[src/rtl/timer_pair_pkg.sv]
// Holds the register map, field positions, reset values and modes of the
// timer pair. Assumes a 32-bit APB slave with one aligned word per register.
package timer_pair_pkg;

  localparam logic [7:0]  ADDR_A_CTRL     = 8'h00;
  localparam logic [7:0]  ADDR_A_TIMER    = 8'h04;
  localparam logic [7:0]  ADDR_B_CTRL     = 8'h08;
  localparam logic [7:0]  ADDR_B_TIMER    = 8'h0C;
  localparam logic [7:0]  ADDR_IRQ_STATUS = 8'h10;
  localparam logic [7:0]  ADDR_IRQ_MASK   = 8'h14;

  localparam int          CTRL_START_BIT  = 0;
  localparam int          CTRL_MODE_LSB   = 1;
  localparam int          CTRL_OPT_BIT    = 3;
  localparam int          IRQ_A_BIT       = 0;
  localparam int          IRQ_B_BIT       = 1;

  localparam logic [15:0] CNT_ALL_ONES    = 16'hFFFF;
  localparam logic [15:0] CNT_ALL_ZEROS   = 16'h0000;
  localparam logic [15:0] CNT_RESET       = 16'h0000;
  localparam logic [31:0] WORD_ZERO       = 32'h0000_0000;

  typedef enum logic [1:0] {
    A_TIMER   = 2'b00,
    A_EVENT   = 2'b01,
    A_ONESHOT = 2'b10,
    A_PWM     = 2'b11
  } a_mode_t;

  typedef enum logic [1:0] {
    B_TIMER   = 2'b00,
    B_EVENT   = 2'b01,
    B_MEASURE = 2'b10,
    B_SPARE   = 2'b11
  } b_mode_t;

endpackage : timer_pair_pkg

[src/rtl/multimode_timer_pair.sv]
// Two 16-bit timers, type A with an output pin and type B with an input pin,
// behind an APB slave. Assumes pins are asynchronous to i_clk_sys.
//
// Behaviour
// - Type A counting read returns live counter.
// - Timer mode reload-instant read returns all ones.
// - Event reload read: ones underflow, zeros overflow.
// - Halted write then read returns written value.
// - One-shot halt stops counter and reloads it.
// - One-shot halt drives output pin low.
// - One-shot halt sets type A request bit.
// - Selecting one-shot mode from timer/event (or first) sets request bit.
// - Selecting PWM mode from timer/event (or first) sets request bit.
// - PWM halt with high pin: low, request.
// - PWM halt with low pin: no change.
// - Type B timer/event reads live, all ones at reload.
// - Measurement select change sets type B request.
// - First measured edge loads undefined reload value.
// - First measured edge raises no request.
`timescale 1ns/100ps
module multimode_timer_pair
  import timer_pair_pkg::*;
(
  input  wire logic        i_clk_sys,
  input  wire logic        i_sys_rst,
  input  wire logic        i_psel,
  input  wire logic        i_penable,
  input  wire logic        i_pwrite,
  input  wire logic [7:0]  i_paddr,
  input  wire logic [31:0] i_pwdata,
  input  wire logic        i_type_a_event_pin,
  input  wire logic        i_type_b_timer_input_pin,
  output logic             o_pready,
  output logic [31:0]      o_prdata,
  output logic             o_pslverr,
  output logic             o_irq,
  output logic             o_type_a_timer_output_pin
);

  typedef struct packed {
    logic        pready;
    logic [31:0] prdata;
    logic        pslverr;
    logic        irq;
    logic [1:0]  irq_stat;
    logic [1:0]  irq_mask;
    logic        a_start;
    a_mode_t     a_mode;
    logic        a_up;
    logic        a_seen;
    logic        a_active;
    logic        a_out;
    logic [15:0] a_reload;
    logic [15:0] a_cnt;
    logic        b_start;
    b_mode_t     b_mode;
    logic        b_sel;
    logic        b_first;
    logic [15:0] b_reload;
    logic [15:0] b_cnt;
    logic        a_s1;
    logic        a_s2;
    logic        a_s3;
    logic        b_s1;
    logic        b_s2;
    logic        b_s3;
  } state_t;

  state_t state_reg;
  state_t state_next;

  logic setup;
  logic wr_acc;
  logic rd_acc;
  logic a_tick;
  logic a_rl;
  logic a_ovf;
  logic a_set;
  logic b_tick;
  logic b_edge;
  logic b_rl;
  logic b_set;

  always_comb begin
    state_next = state_reg;
    setup  = i_psel & ~i_penable;
    wr_acc = i_psel & i_penable & state_reg.pready & i_pwrite;
    rd_acc = i_psel & i_penable & state_reg.pready & ~i_pwrite;
    a_rl   = 1'b0;
    a_ovf  = 1'b0;
    a_set  = 1'b0;
    b_rl   = 1'b0;
    b_set  = 1'b0;
    state_next.a_s1 = i_type_a_event_pin;
    state_next.a_s2 = state_reg.a_s1;
    state_next.a_s3 = state_reg.a_s2;
    state_next.b_s1 = i_type_b_timer_input_pin;
    state_next.b_s2 = state_reg.b_s1;
    state_next.b_s3 = state_reg.b_s2;
    a_tick = (state_reg.a_mode == A_EVENT) ?
             (state_reg.a_s2 & ~state_reg.a_s3) : 1'b1;
    b_edge = state_reg.b_sel ? (state_reg.b_s2 ^ state_reg.b_s3)
                             : (state_reg.b_s2 & ~state_reg.b_s3);
    b_tick = (state_reg.b_mode == B_EVENT) ?
             (state_reg.b_s2 & ~state_reg.b_s3) : 1'b1;

    // Type A counting.
    if (state_reg.a_start) begin
      case (state_reg.a_mode)
        A_TIMER: begin
          if (state_reg.a_cnt == CNT_ALL_ZEROS) begin
            state_next.a_cnt = state_reg.a_reload;
            a_rl  = 1'b1;
            a_set = 1'b1;
          end else begin
            state_next.a_cnt = state_reg.a_cnt - 16'h0001;
          end
        end
        A_EVENT: begin
          if (a_tick && state_reg.a_up) begin
            if (state_reg.a_cnt == CNT_ALL_ONES) begin
              state_next.a_cnt = state_reg.a_reload;
              a_rl  = 1'b1;
              a_ovf = 1'b1;
              a_set = 1'b1;
            end else begin
              state_next.a_cnt = state_reg.a_cnt + 16'h0001;
            end
          end else if (a_tick) begin
            if (state_reg.a_cnt == CNT_ALL_ZEROS) begin
              state_next.a_cnt = state_reg.a_reload;
              a_rl  = 1'b1;
              a_set = 1'b1;
            end else begin
              state_next.a_cnt = state_reg.a_cnt - 16'h0001;
            end
          end
        end
        A_ONESHOT: begin
          if (state_reg.a_active) begin
            if (state_reg.a_cnt == CNT_ALL_ZEROS) begin
              state_next.a_cnt    = state_reg.a_reload;
              state_next.a_active = 1'b0;
              state_next.a_out    = 1'b0;
              a_set = 1'b1;
            end else begin
              state_next.a_cnt = state_reg.a_cnt - 16'h0001;
            end
          end
        end
        A_PWM: begin
          if (state_reg.a_cnt == CNT_ALL_ZEROS) begin
            state_next.a_cnt = state_reg.a_reload;
            state_next.a_out = ~state_reg.a_out;
            a_set = state_reg.a_out;
          end else begin
            state_next.a_cnt = state_reg.a_cnt - 16'h0001;
          end
        end
        default: begin
          state_next.a_cnt = state_reg.a_cnt;
        end
      endcase
    end

    // Type B counting and measurement.
    if (state_reg.b_start) begin
      case (state_reg.b_mode)
        B_TIMER, B_EVENT: begin
          if (b_tick) begin
            if (state_reg.b_cnt == CNT_ALL_ZEROS) begin
              state_next.b_cnt = state_reg.b_reload;
              b_rl  = 1'b1;
              b_set = 1'b1;
            end else begin
              state_next.b_cnt = state_reg.b_cnt - 16'h0001;
            end
          end
        end
        B_MEASURE: begin
          if (b_edge) begin
            state_next.b_reload = state_reg.b_cnt;
            state_next.b_cnt    = CNT_ALL_ZEROS;
            state_next.b_first  = 1'b0;
            b_set = ~state_reg.b_first;
          end else begin
            state_next.b_cnt = state_reg.b_cnt + 16'h0001;
          end
        end
        default: begin
          state_next.b_cnt = state_reg.b_cnt;
        end
      endcase
    end

    // Register writes take effect at the access edge.
    if (wr_acc) begin
      case (i_paddr)
        ADDR_A_CTRL: begin
          state_next.a_start = i_pwdata[CTRL_START_BIT];
          state_next.a_mode  = a_mode_t'(i_pwdata[CTRL_MODE_LSB +: 2]);
          state_next.a_up    = i_pwdata[CTRL_OPT_BIT];
          state_next.a_seen  = 1'b1;
          if ((state_next.a_mode == A_ONESHOT ||
               state_next.a_mode == A_PWM) &&
              (!state_reg.a_seen || state_reg.a_mode == A_TIMER ||
               state_reg.a_mode == A_EVENT)) begin
            a_set = 1'b1;
          end
          if (state_reg.a_start && !state_next.a_start) begin
            state_next.a_active = 1'b0;
            if (state_reg.a_mode == A_ONESHOT && state_reg.a_active) begin
              state_next.a_cnt = state_reg.a_reload;
              state_next.a_out = 1'b0;
              a_set = 1'b1;
            end else if (state_reg.a_mode == A_PWM) begin
              state_next.a_out = 1'b0;
              a_set = a_set | state_reg.a_out;
            end else begin
              state_next.a_out = state_reg.a_out;
            end
          end
          if (!state_reg.a_start && state_next.a_start &&
              (state_next.a_mode == A_ONESHOT ||
               state_next.a_mode == A_PWM)) begin
            state_next.a_active = 1'b1;
            state_next.a_out    = 1'b1;
            state_next.a_cnt    = state_reg.a_reload;
          end
        end
        ADDR_A_TIMER: begin
          state_next.a_reload = i_pwdata[15:0];
          if (!state_reg.a_start) begin
            state_next.a_cnt = i_pwdata[15:0];
          end
        end
        ADDR_B_CTRL: begin
          state_next.b_start = i_pwdata[CTRL_START_BIT];
          state_next.b_mode  = b_mode_t'(i_pwdata[CTRL_MODE_LSB +: 2]);
          state_next.b_sel   = i_pwdata[CTRL_OPT_BIT];
          if (state_reg.b_start && state_reg.b_mode == B_MEASURE &&
              state_next.b_sel != state_reg.b_sel) begin
            b_set = 1'b1;
          end
          if (!state_reg.b_start && state_next.b_start &&
              state_next.b_mode == B_MEASURE) begin
            state_next.b_cnt   = CNT_ALL_ZEROS;
            state_next.b_first = 1'b1;
          end
        end
        ADDR_B_TIMER: begin
          state_next.b_reload = i_pwdata[15:0];
          if (!state_reg.b_start) begin
            state_next.b_cnt = i_pwdata[15:0];
          end
        end
        ADDR_IRQ_MASK: begin
          state_next.irq_mask = i_pwdata[1:0];
        end
        default: begin
          state_next.irq_mask = state_reg.irq_mask;
        end
      endcase
    end

    // Read data is sampled in the setup cycle, answered one cycle later.
    state_next.pready  = setup;
    state_next.pslverr = 1'b0;
    if (setup) begin
      state_next.prdata = WORD_ZERO;
      case (i_paddr)
        ADDR_A_CTRL: begin
          state_next.prdata[CTRL_START_BIT]     = state_reg.a_start;
          state_next.prdata[CTRL_MODE_LSB +: 2] = state_reg.a_mode;
          state_next.prdata[CTRL_OPT_BIT]       = state_reg.a_up;
        end
        ADDR_A_TIMER: begin
          state_next.prdata[15:0] = !a_rl ? state_reg.a_cnt :
                                    a_ovf ? CNT_ALL_ZEROS :
                                    CNT_ALL_ONES;
        end
        ADDR_B_CTRL: begin
          state_next.prdata[CTRL_START_BIT]     = state_reg.b_start;
          state_next.prdata[CTRL_MODE_LSB +: 2] = state_reg.b_mode;
          state_next.prdata[CTRL_OPT_BIT]       = state_reg.b_sel;
        end
        ADDR_B_TIMER: begin
          state_next.prdata[15:0] =
            (state_reg.b_mode == B_MEASURE) ? state_reg.b_reload :
            b_rl ? CNT_ALL_ONES : state_reg.b_cnt;
        end
        ADDR_IRQ_STATUS: begin
          state_next.prdata[1:0] = state_reg.irq_stat;
        end
        ADDR_IRQ_MASK: begin
          state_next.prdata[1:0] = state_reg.irq_mask;
        end
        default: begin
          state_next.pslverr = 1'b1;
        end
      endcase
    end

    // Read clears only the bits it reported; a new event wins.
    if (rd_acc && i_paddr == ADDR_IRQ_STATUS) begin
      state_next.irq_stat = state_reg.irq_stat & ~state_reg.prdata[1:0];
    end
    state_next.irq_stat[IRQ_A_BIT] = state_next.irq_stat[IRQ_A_BIT] | a_set;
    state_next.irq_stat[IRQ_B_BIT] = state_next.irq_stat[IRQ_B_BIT] | b_set;
    state_next.irq = |(state_next.irq_stat & state_next.irq_mask);
  end

  always_ff @(posedge i_clk_sys) begin
    if (i_sys_rst) begin
      state_reg          <= '0;
      state_reg.a_reload <= CNT_RESET;
      state_reg.a_cnt    <= CNT_RESET;
      state_reg.b_reload <= CNT_RESET;
      state_reg.b_cnt    <= CNT_RESET;
    end else begin
      state_reg <= state_next;
    end
  end

  assign o_pready                  = state_reg.pready;
  assign o_prdata                  = state_reg.prdata;
  assign o_pslverr                 = state_reg.pslverr;
  assign o_irq                     = state_reg.irq;
  assign o_type_a_timer_output_pin = state_reg.a_out;
endmodule : multimode_timer_pair

[config.mk]
export PLATFORM = sky130hd
export DESIGN_NAME = multimode_timer_pair
export DESIGN_NICKNAME = d
export VERILOG_FILES = /design/src/rtl/timer_pair_pkg.sv /design/src/rtl/multimode_timer_pair.sv
export SDC_FILE = /design/constraint.sdc
export NUM_CORES = 1
export LEC_CHECK = 0
export BUFFER_PORTS_ARGS = -buffer_cell sky130_fd_sc_hd__buf_2
export CAP_MARGIN = 20
export CORE_ASPECT_RATIO = 1.25
export CORE_MARGIN = 2
export CORE_UTILIZATION = 55
export DETAILED_ROUTE_END_ITERATION = 10
export PLACE_DENSITY_LB_ADDON = 0.08
export SYNTH_ARGS = -nofsm -noshare
export SYNTH_HDL_FRONTEND = slang
export SYNTH_SLANG_ARGS = --single-unit
[constraint.sdc]
create_clock -name i_clk_sys -period 3.2 [get_ports i_clk_sys]
set_input_delay 0.64 -clock i_clk_sys [delete_from_list [all_inputs] [get_ports i_clk_sys]]
set_output_delay 0.64 -clock i_clk_sys [all_outputs]
set_load 0.02 [all_outputs]
### Word-level counts from Yosys, hierarchy flattened

Cells that the tools add are included.

| operators by class | value |
|---|---|
| bitwise gates (word level) | 21 |
| add/subtract/negate cells | 4 |
| equality and inequality tests | 15 |
| reductions and logical operators | 31 |
| muxes and demuxes | 82 |

Operators by type and width:

| cell | count |
|---|---|
| 2-to-1 mux 16 bit | 21 |
| one-hot mux 16 bit (2 select lines) | 3 |
| 2-to-1 mux 78 bit | 1 |
| one-hot mux 16 bit (3 select lines) | 1 |
| 2-to-1 mux 1 bit | 37 |
| 2-to-1 mux 17 bit | 2 |
| 2-to-1 mux 33 bit | 1 |
| adder 16 x 1 -> 16 bit, second input constant | 2 |
| zero test 16 bit | 2 |
| subtractor 16 x 1 -> 16 bit, second input constant | 2 |
| one-hot mux 12 bit (2 select lines) | 1 |
| == test 16 bit, second input constant | 1 |
| == test 8 x 4 -> 1 bit, second input constant | 2 |
| == test 8 x 5 -> 1 bit, second input constant | 2 |
| 2-to-1 mux 2 bit | 7 |
| one-hot mux 2 bit (6 select lines) | 1 |
| logical AND 1 bit | 11 |
| == test 2 bit, second input constant | 5 |
| == test 8 x 3 -> 1 bit, second input constant | 1 |
| zero test 8 bit | 1 |
| one-hot mux 2 bit (4 select lines) | 1 |
| OR reduction 2 bit | 4 |
| bitwise AND 1 bit | 7 |
| 2-to-1 mux 7 bit | 1 |
| other kinds (16) | 36 |

| word-level totals | value |
|---|---|
| input port bits | 47 |
| flip-flop bits (word level) | 105 |

### Longest topological paths before layout

Gate-level depths: netlist of run 1.

| logic depth | value |
|---|---|
| word-level depth | 19 |
| mapped depth | 14 |
| depth with buffers taken out | 12 |

### Least setup slack after synthesis of run 1

Ideal clock, no wire load.

| timing path | value |
|---|---|
| kind | input to register |
| start point | input i_paddr[4] |
| end point | register state_reg[43] (netlist name) |
| setup time | 70 ps |
| path slack | 541 ps |
| required time | 3130 ps |
| arrival | 2589 ps |
| stages on the path | 8 |
| cells stage by stage | buf_2 or4_1 clkbuf_1 nor4_2 a21boi_0 nor3_1 or3_1 a21oi_1 |

| on the way | value |
|---|---|
| longest elaborated chain between the ends | 3 |
| elaborated cells between the ends (all ways) | 4 |

Ends and longest elaborated chain:

| element | line | text |
|---|---|---|
| start: declaration | multimode_timer_pair.sv:29 | `input wire logic [7:0] i_paddr,` |
| == test 8 x 3 -> 1 bit / zero test 8 bit (equally long branches) | multimode_timer_pair.sv:198 | `case (i_paddr)` |
| one-hot mux 16 bit (2 select lines) (*) | multimode_timer_pair.sv:198 |  |
| 2-to-1 mux 78 bit (*) | multimode_timer_pair.sv:197 | `if (wr_acc) begin` |
| end signal: assignment | multimode_timer_pair.sv:321 | `state_reg <= state_next;` |
| end: declaration | multimode_timer_pair.sv:69 | `state_t state_reg;` |

Every way passes the cells marked *; elsewhere a longest branch is shown, timed or not.
A chain may end at the register's enable or synchronous reset.

### Final worst setup path of run 1

| timing path | value |
|---|---|
| start point | register state_reg[15] (netlist name) |
| end point | register state_reg[17] (netlist name) |

| on the way | value |
|---|---|
| longest elaborated chain between the ends | 8 |
| elaborated cells between the ends (all ways) | 12 |

Ends and longest elaborated chain:

| element | line | text |
|---|---|---|
| subtractor 16 x 1 -> 16 bit / zero test 16 bit (equally long branches) | multimode_timer_pair.sv:176, multimode_timer_pair.sv:171 |  |
| 2-to-1 mux 16 bit | multimode_timer_pair.sv:171 | `if (state_reg.b_cnt == CNT_ALL_ZEROS) begin` |
| 2-to-1 mux 16 bit | multimode_timer_pair.sv:170 | `if (b_tick) begin` |
| one-hot mux 16 bit (2 select lines) (*) | multimode_timer_pair.sv:168 | `case (state_reg.b_mode)` |
| 2-to-1 mux 33 bit (*) | multimode_timer_pair.sv:167 | `if (state_reg.b_start) begin` |
| 2-to-1 mux 16 bit (on tied branches) | multimode_timer_pair.sv:253, multimode_timer_pair.sv:245 |  |
| one-hot mux 16 bit (2 select lines) | multimode_timer_pair.sv:198 |  |
| 2-to-1 mux 78 bit (*) | multimode_timer_pair.sv:197 |  |

Marked as above.

==> results.json, run 1 <==
{
  "ant_nets": 0,
  "ys_async_sr_fraction": 0,
  "placedCellCount": 1461,
  "drc": 0,
  "dr.pass1.iters": 6,
  "p_sw_frac": 0.255,
  "worstPathArrival_ps": 3230,
  "p_int_mw": 2.09,
  "drt_wl_total_um": 34900,
  "synth_cell_types": 80,
  "num_vias": 10156,
  "pin_count": 83,
  "cp-startpoint": "state_reg[15]$_SDFF_PP0_",
  "clk_latency_ps": 360,
  "ys_seq_area_frac": 0.243,
  "area_growth_pct": 10.7,
  "synth_top_cell_area_share": 0.243,
  "synthFlopType": "dfxtp_1",
  "r2r_start": "state_reg[15]$_SDFF_PP0_",
  "start_kind": "flop",
  "fin_crit_ps": 2920,
  "core_area_sq_mm": 0.0155,
  "dp_hpwl_um": 25400,
  "fp.dieW_um": 116,
  "synth-simple-area-share": 0.273,
  "grt_pass1_wl_um": 52900,
  "path_clk_slew_ps": 80,
  "drtIter0Drc": 1182,
  "port_buffers": 50,
  "overflow": 0,
  "clkPwrFrac": 0.447,
  "syn_area_sq_mm": 0.00867,
  "r2r_end": "state_reg[17]$_SDFF_PP0_",
  "grt_usage": 0.414,
  "finalSetupViolations": 0,
  "p_seq_frac": 0.473,
  "synth_top_family_by_area": "compound AO/OA/AOI/OAI gates",
  "crit_end": "state_reg[17]$_SDFF_PP0_",
  "multi_input_area_sq_mm": 0.00582,
  "worstSetupPathType": "reg2reg",
  "fill_cells": 1503,
  "synth_top_cell_by_area": "dfxtp_1",
  "p_per_area_mw_per_mm2": 292,
  "synth_enable_flop_cells": 0,
  "start_util": 0.559,
  "drv_slew": 0,
  "cts_buffer_depth": 2,
  "register_area_sq_mm": 0.00210,
  "fin_util": 0.619,
  "routedWlPerCell_um": 23.6,
  "ctsRootBufferMaster": "clkbuf_16",
  "cts_post_setup_buffers_inserted": 0,
  "muxShareOfSynthArea": 0.0289,
  "ir_worst_vdd_mv": 0.220,
  "yosys.area_share.xor_xnor": 0.0131,
  "synth-adder-area-share": 0.0144,
  "place_congestion": 1.03,
  "fin_crit_sh": 0.913,
  "cp_max_fo": 11,
  "clkSinkCount": 105,
  "worstSetupEndpointType": "flop",
  "clock_skew_ps": 8.98,
  "final_cells": 1478,
  "final_cell_mix": "134 x nand2_1, 125 x nor2_1, 105 x dfxtp_1",
  "cts_buffers": 9,
  "rsz0062_at_grt": "false",
  "postSynthAreaPerCell_sq_um": 6.98,
  "p_sw_mw": 0.716,
  "largest_reg_flops": 81,
  "ys_ff_latch": 105,
  "synth_warnings": 0,
  "maxSlewHeadroom": 0.400,
  "leakage_nw": 3.44,
  "synth_compound_area_frac": 0.331,
  "avgViaCountPerCell": 6.87,
  "mostFrequentLayoutCell": "nand2_1",
  "fmax_ghz": 0.342,
  "grt_max_degree": 42,
  "die_area_sq_mm": 0.0168,
  "netlist_instances": 1241,
  "synth.area.top_cells": "dfxtp_1 24%, o21ai_0 6.0%, nand2_1 5.8%",
  "combPwrFrac": 0.081,
  "tightest_slew_ps": 900,
  "status": "completed",
  "drive_above_1_share": 0.152,
  "hold_path_class": "reg2reg",
  "rrSetupSlack_ps": 280,
  "worstRegToRegCells": 7,
  "final_nets": 1317,
  "htree_levels": 3,
  "grt_pass1_vias": 9198,
  "finalSetupTns_ps": 0,
  "holdBufCountCts": 0,
  "die_h_um": 144,
  "drv_cap": 0,
  "fp-row-count": 51,
  "worstPathRequired_ps": 3510,
  "antenna_found_initial": 1,
  "cts-resized-gates": 0,
  "finalHoldViolCount": 0,
  "cts_tree": "done"
}
[layout make-up]
type,instances,area share
tap,212,0.0276
clock buffer,12,0.0257
timing repair buffer,145,0.101
inverter,31,0.0121
antenna,1,0.000261
multi-input combinational,968,0.607
clock inverter,4,0.00795
sequential,105,0.219
[per-stage QoR]
stage,worst slack (ps),cell area [sq um],hold slack [ps],power [mW]
2_1_floorplan,541,8720,414,1.51
3_3_place_gp,342,9270,419,1.57
3_5_place_dp,329,9270,427,1.57
4_1_cts,402,9590,448,2.80
5_1_grt,225,9590,463,2.86
6_report,279,9600,441,2.80
[how the worst min path moves through the flow]
stage | startpoint | end | slack, ps | cells past startpoint
CTS | state_next[1]$_SDFF_PP0_ | state_next[0]$_SDFF_PP0_ | 450 | 1
global placement | state_next[1]$_SDFF_PP0_ | state_next[0]$_SDFF_PP0_ | 420 | 1
finish | state_next[4]$_SDFF_PP0_ | state_next[3]$_SDFF_PP0_ | 440 | 1
global route | state_next[1]$_SDFF_PP0_ | state_next[0]$_SDFF_PP0_ | 460 | 1
detailed placement | state_next[1]$_SDFF_PP0_ | state_next[0]$_SDFF_PP0_ | 430 | 1
floorplan | state_next[1]$_SDFF_PP0_ | state_next[0]$_SDFF_PP0_ | 410 | 1
[Yosys cell counts (all sizes together) (11+ instances only)]
| library cell | count |
|---|---|
| a31oi | 20 |
| nand3 | 31 |
| dfxtp | 105 |
| nor2b | 13 |
| mux2i | 25 |
| o21ai | 105 |
| buf | 47 |
| clkbuf | 105 |
| nand4 | 28 |
| nor2 | 125 |
| nand2 | 135 |
| nor4 | 26 |
| o221a | 11 |
| o211ai | 14 |
| o31ai | 13 |
| inv | 31 |
| a221oi | 16 |
| nor3 | 41 |
| a211oi | 42 |
| or3 | 13 |
| and3 | 13 |
| o221ai | 11 |
| a311oi | 13 |
| a21oi | 84 |
[logic make-up after synthesis]
group | after synthesis
muxes | 25
buffers and inverters | 183
xor gates and xnor gates | 13
other | 1
DFF | 105
AOI/OAI and AO/OA | 425
adders and majority gates | 10
and+or+nand+nor | 479
[power groups by stage]
| stage | Sequential (mW) | Clock, mW | Combinational (mW) |
|---|---|---|---|
| 4_1_cts | 1.33 | 1.25 | 0.219 |
| 2_1_floorplan | 1.35 | 0 | 0.154 |
| 3_3_place_gp | 1.36 | 0 | 0.216 |
| 6_report | 1.33 | 1.25 | 0.226 |
| 5_1_grt | 1.33 | 1.30 | 0.239 |
| 3_5_place_dp | 1.36 | 0 | 0.218 |
[worst max-delay path, cell delays in order, from the launching register on]
cell      delay (ps)
dfxtp_1          440
nor4_1           710
nand4b_1         370
buf_4            290
nor2_1           420
o21ai_0          160
a221oi_1         300
and3_1           180
[layer usage]
metal | track usage | vias up | wire length [um]
met3 | 0.0696 | 179 | 3000
met5 | 0 | - | 0
met4 | 0.286 | 0 | 2580
li1 | - | 4636 | -
met1 | 0.510 | 4715 | 13100
met2 | 0.654 | 626 | 16200
(Power assumes the default switching activity.)
==> run 2: changes to the inputs <==
==> constraint.sdc (replaced) <==
create_clock -name i_clk_sys -period 3.78 [get_ports i_clk_sys]
set_input_delay 0.756 -clock i_clk_sys [delete_from_list [all_inputs] [get_ports i_clk_sys]]
set_output_delay 0.756 -clock i_clk_sys [all_outputs]
set_load 0.05 [all_outputs]
==> run 2 against run 1 <==
  * Combinational power hardly changed
  * Sequential power is 16% lower
  * Power is 16% lower
==> results.json, run 2 (same netlist as run 1, synthesis figures left out) <==
{
  "drtIter0Drc": 991,
  "mostFrequentLayoutCell": "nand2_1",
  "path_clk_slew_ps": 80,
  "busiest_layer": "met2",
  "grt_use_met2": 0.668,
  "start_util": 0.559,
  "die_h_um": 144,
  "drive_above_1_share": 0.126,
  "cp_slowest_stage_delay_ps": 650,
  "fin_util": 0.598,
  "drc": 0,
  "core_area_sq_mm": 0.0155,
  "worstSetupEndpointType": "flop",
  "clock_skew_ps": 10.4,
  "clkSinkCount": 105,
  "pin_count": 83,
  "maxSlewHeadroom": 0.351,
  "rsz0062_at_grt": "false",
  "cts_buffers": 9,
  "path_buf_inv": 2,
  "dr.pass1.iters": 5,
  "area_growth_pct": 7.04,
  "rrSetupSlack_ps": 820,
  "dp_hpwl_um": 24500,
  "whs_endpoint": "state_next[3]$_SDFF_PP0_",
  "worstPathCellList": "inv_1 -> ha_1 -> or4b_1 -> or3_1 -> a21oi_2 -> buf_4 -> o21ai_0 -> a311oi_1",
  "register_area_sq_mm": 0.00210,
  "drv_slew": 0,
  "placedCellCount": 1422,
  "cp_top_family": "simple AND/OR/NAND/NOR gates",
  "fin_crit_sh": 0.782,
  "worstRegToRegCells": 8,
  "multi_input_area_sq_mm": 0.00582,
  "finalSetupTns_ps": 0,
  "final_nets": 1278,
  "met3_usage": 0.0566,
  "grt_max_degree": 43,
  "r2r_start": "state_reg[43]$_SDFF_PP0_",
  "worstPathRequired_ps": 4060,
  "min_path_cells": 1,
  "num_vias": 9899,
  "status": "completed",
  "fp-row-count": 51,
  "fp.dieW_um": 116,
  "antenna_found_initial": 0,
  "fmax_ghz": 0.338,
  "port_buffers": 50,
  "fin_crit_ps": 2960,
  "htree_levels": 3,
  "finalHoldViolCount": 0,
  "clk_latency_ps": 360,
  "cts_tree": "done",
  "worstSetupPathType": "reg2reg",
  "largest_reg_flops": 81,
  "holdBufCountCts": 0,
  "use_met1": 0.488,
  "avgViaCountPerCell": 6.88,
  "final_cells": 1438,
  "finalSetupViolations": 0,
  "drv_cap": 0,
  "r2r_end": "o_prdata[2]$_SDFFE_PP0P_",
  "worstPathArrival_ps": 3230,
  "cts-resized-gates": 0,
  "cp_max_fo": 16,
  "p_per_area_mw_per_mm2": 253,
  "die_area_sq_mm": 0.0168,
  "grt_pass1_vias": 9099,
  "num_antenna_cells": 0,
  "hold_path_class": "reg2reg",
  "ant_nets": 0,
  "overflow": 0,
  "grt_usage": 0.402,
  "ctsRootBufferMaster": "clkbuf_16",
  "final_cell_mix": "134 x nand2_1, 125 x nor2_1, 105 x dfxtp_1",
  "place_area_sq_mm": 0.00898,
  "cts_buffer_depth": 2,
  "design_area_sq_mm": 0.00928,
  "crit_path_top_delay_cell": "or4b_1",
  "power.total_mw": 2.35,
  "tightest_slew_ps": 964,
  "grt_pass1_wl_um": 51700,
  "routedWlPerCell_um": 23.5,
  "ir_worst_vdd_mv": 0.208,
  "cts_post_setup_buffers_inserted": 0,
  "fill_cells": 1500,
  "hold_start": "state_next[4]$_SDFF_PP0_",
  "place_congestion": 0.993,
  "leakage_nw": 3.24,
  "drt_wl_total_um": 33800,
  "start_kind": "flop"
}
-- run 2: changes by cell type in the layout (fill, tap and decap cells not counted) --
cell | before | now
inv_6 | 0 | 3
bufinv_16 | 2 | 1
clkinvlp_4 | 1 | 0
clkbuf_1 | 2 | 0
clkinv_2 | 0 | 2
clkbuf_8 | 1 | 0
diode_2 | 1 | 0
buf_4 | 96 | 57
-- run 2: area by class of cell --
| cell class | instances | share of cell area |
|---|---|---|
| clock inverter | 7 | 0.00809 |
| multi-input combinational | 968 | 0.627 |
| tap | 212 | 0.0286 |
| clock buffer | 9 | 0.0243 |
| sequential | 105 | 0.227 |
| inverter | 31 | 0.0125 |
| timing repair buffer | 106 | 0.0726 |
-- run 2: worst register-to-register path, cell delays in order, from the launching register on --
cell and delay, ps:
dfxtp_1 460, inv_1 170, ha_1 280, or4b_1 650, or3_1 450, a21oi_2 120
buf_4 240, o21ai_0 180, a311oi_1 320
-- run 2: how the worst max path moves through the flow --
stage	startpoint	end	slack, ps	depth (start not counted)
2_1_floorplan	i_paddr[4]	state_reg[43]$_SDFF_PP0_	1000	8
3_3_place_gp	i_paddr[4]	state_reg[14]$_SDFF_PP0_	690	8
3_5_place_dp	i_paddr[4]	state_reg[14]$_SDFF_PP0_	680	8
4_1_cts	state_reg[43]$_SDFF_PP0_	o_prdata[2]$_SDFFE_PP0P_	900	8
5_1_grt	state_reg[49]$_SDFF_PP0_	o_prdata[2]$_SDFFE_PP0P_	690	8
6_report	state_reg[43]$_SDFF_PP0_	o_prdata[2]$_SDFFE_PP0P_	820	8
-- run 2: metrics by stage --
step	hold WS (ps)	worst slack (ps)
floorplan	414	1000
global route	461	686
global placement	419	693
CTS	447	897
finish	442	824
detailed placement	430	683
-- run 2: routing by layer --
layer	part of all wire	vias to the layer above
met5	0	-
met4	0.062	0
met3	0.081	145
met2	0.47	613
met1	0.38	4587
li1	-	4554
-- run 2: power by group --
| part | leakage (nW) | switching, mW | internal (mW) |
|---|---|---|---|
| clock | 0.151 | 0.476 | 0.521 |
| combinational | 2.24 | 0.178 | 0.0477 |
| sequential | 0.849 | 0.00686 | 1.12 |
| total | 3.24 | 0.661 | 1.68 |
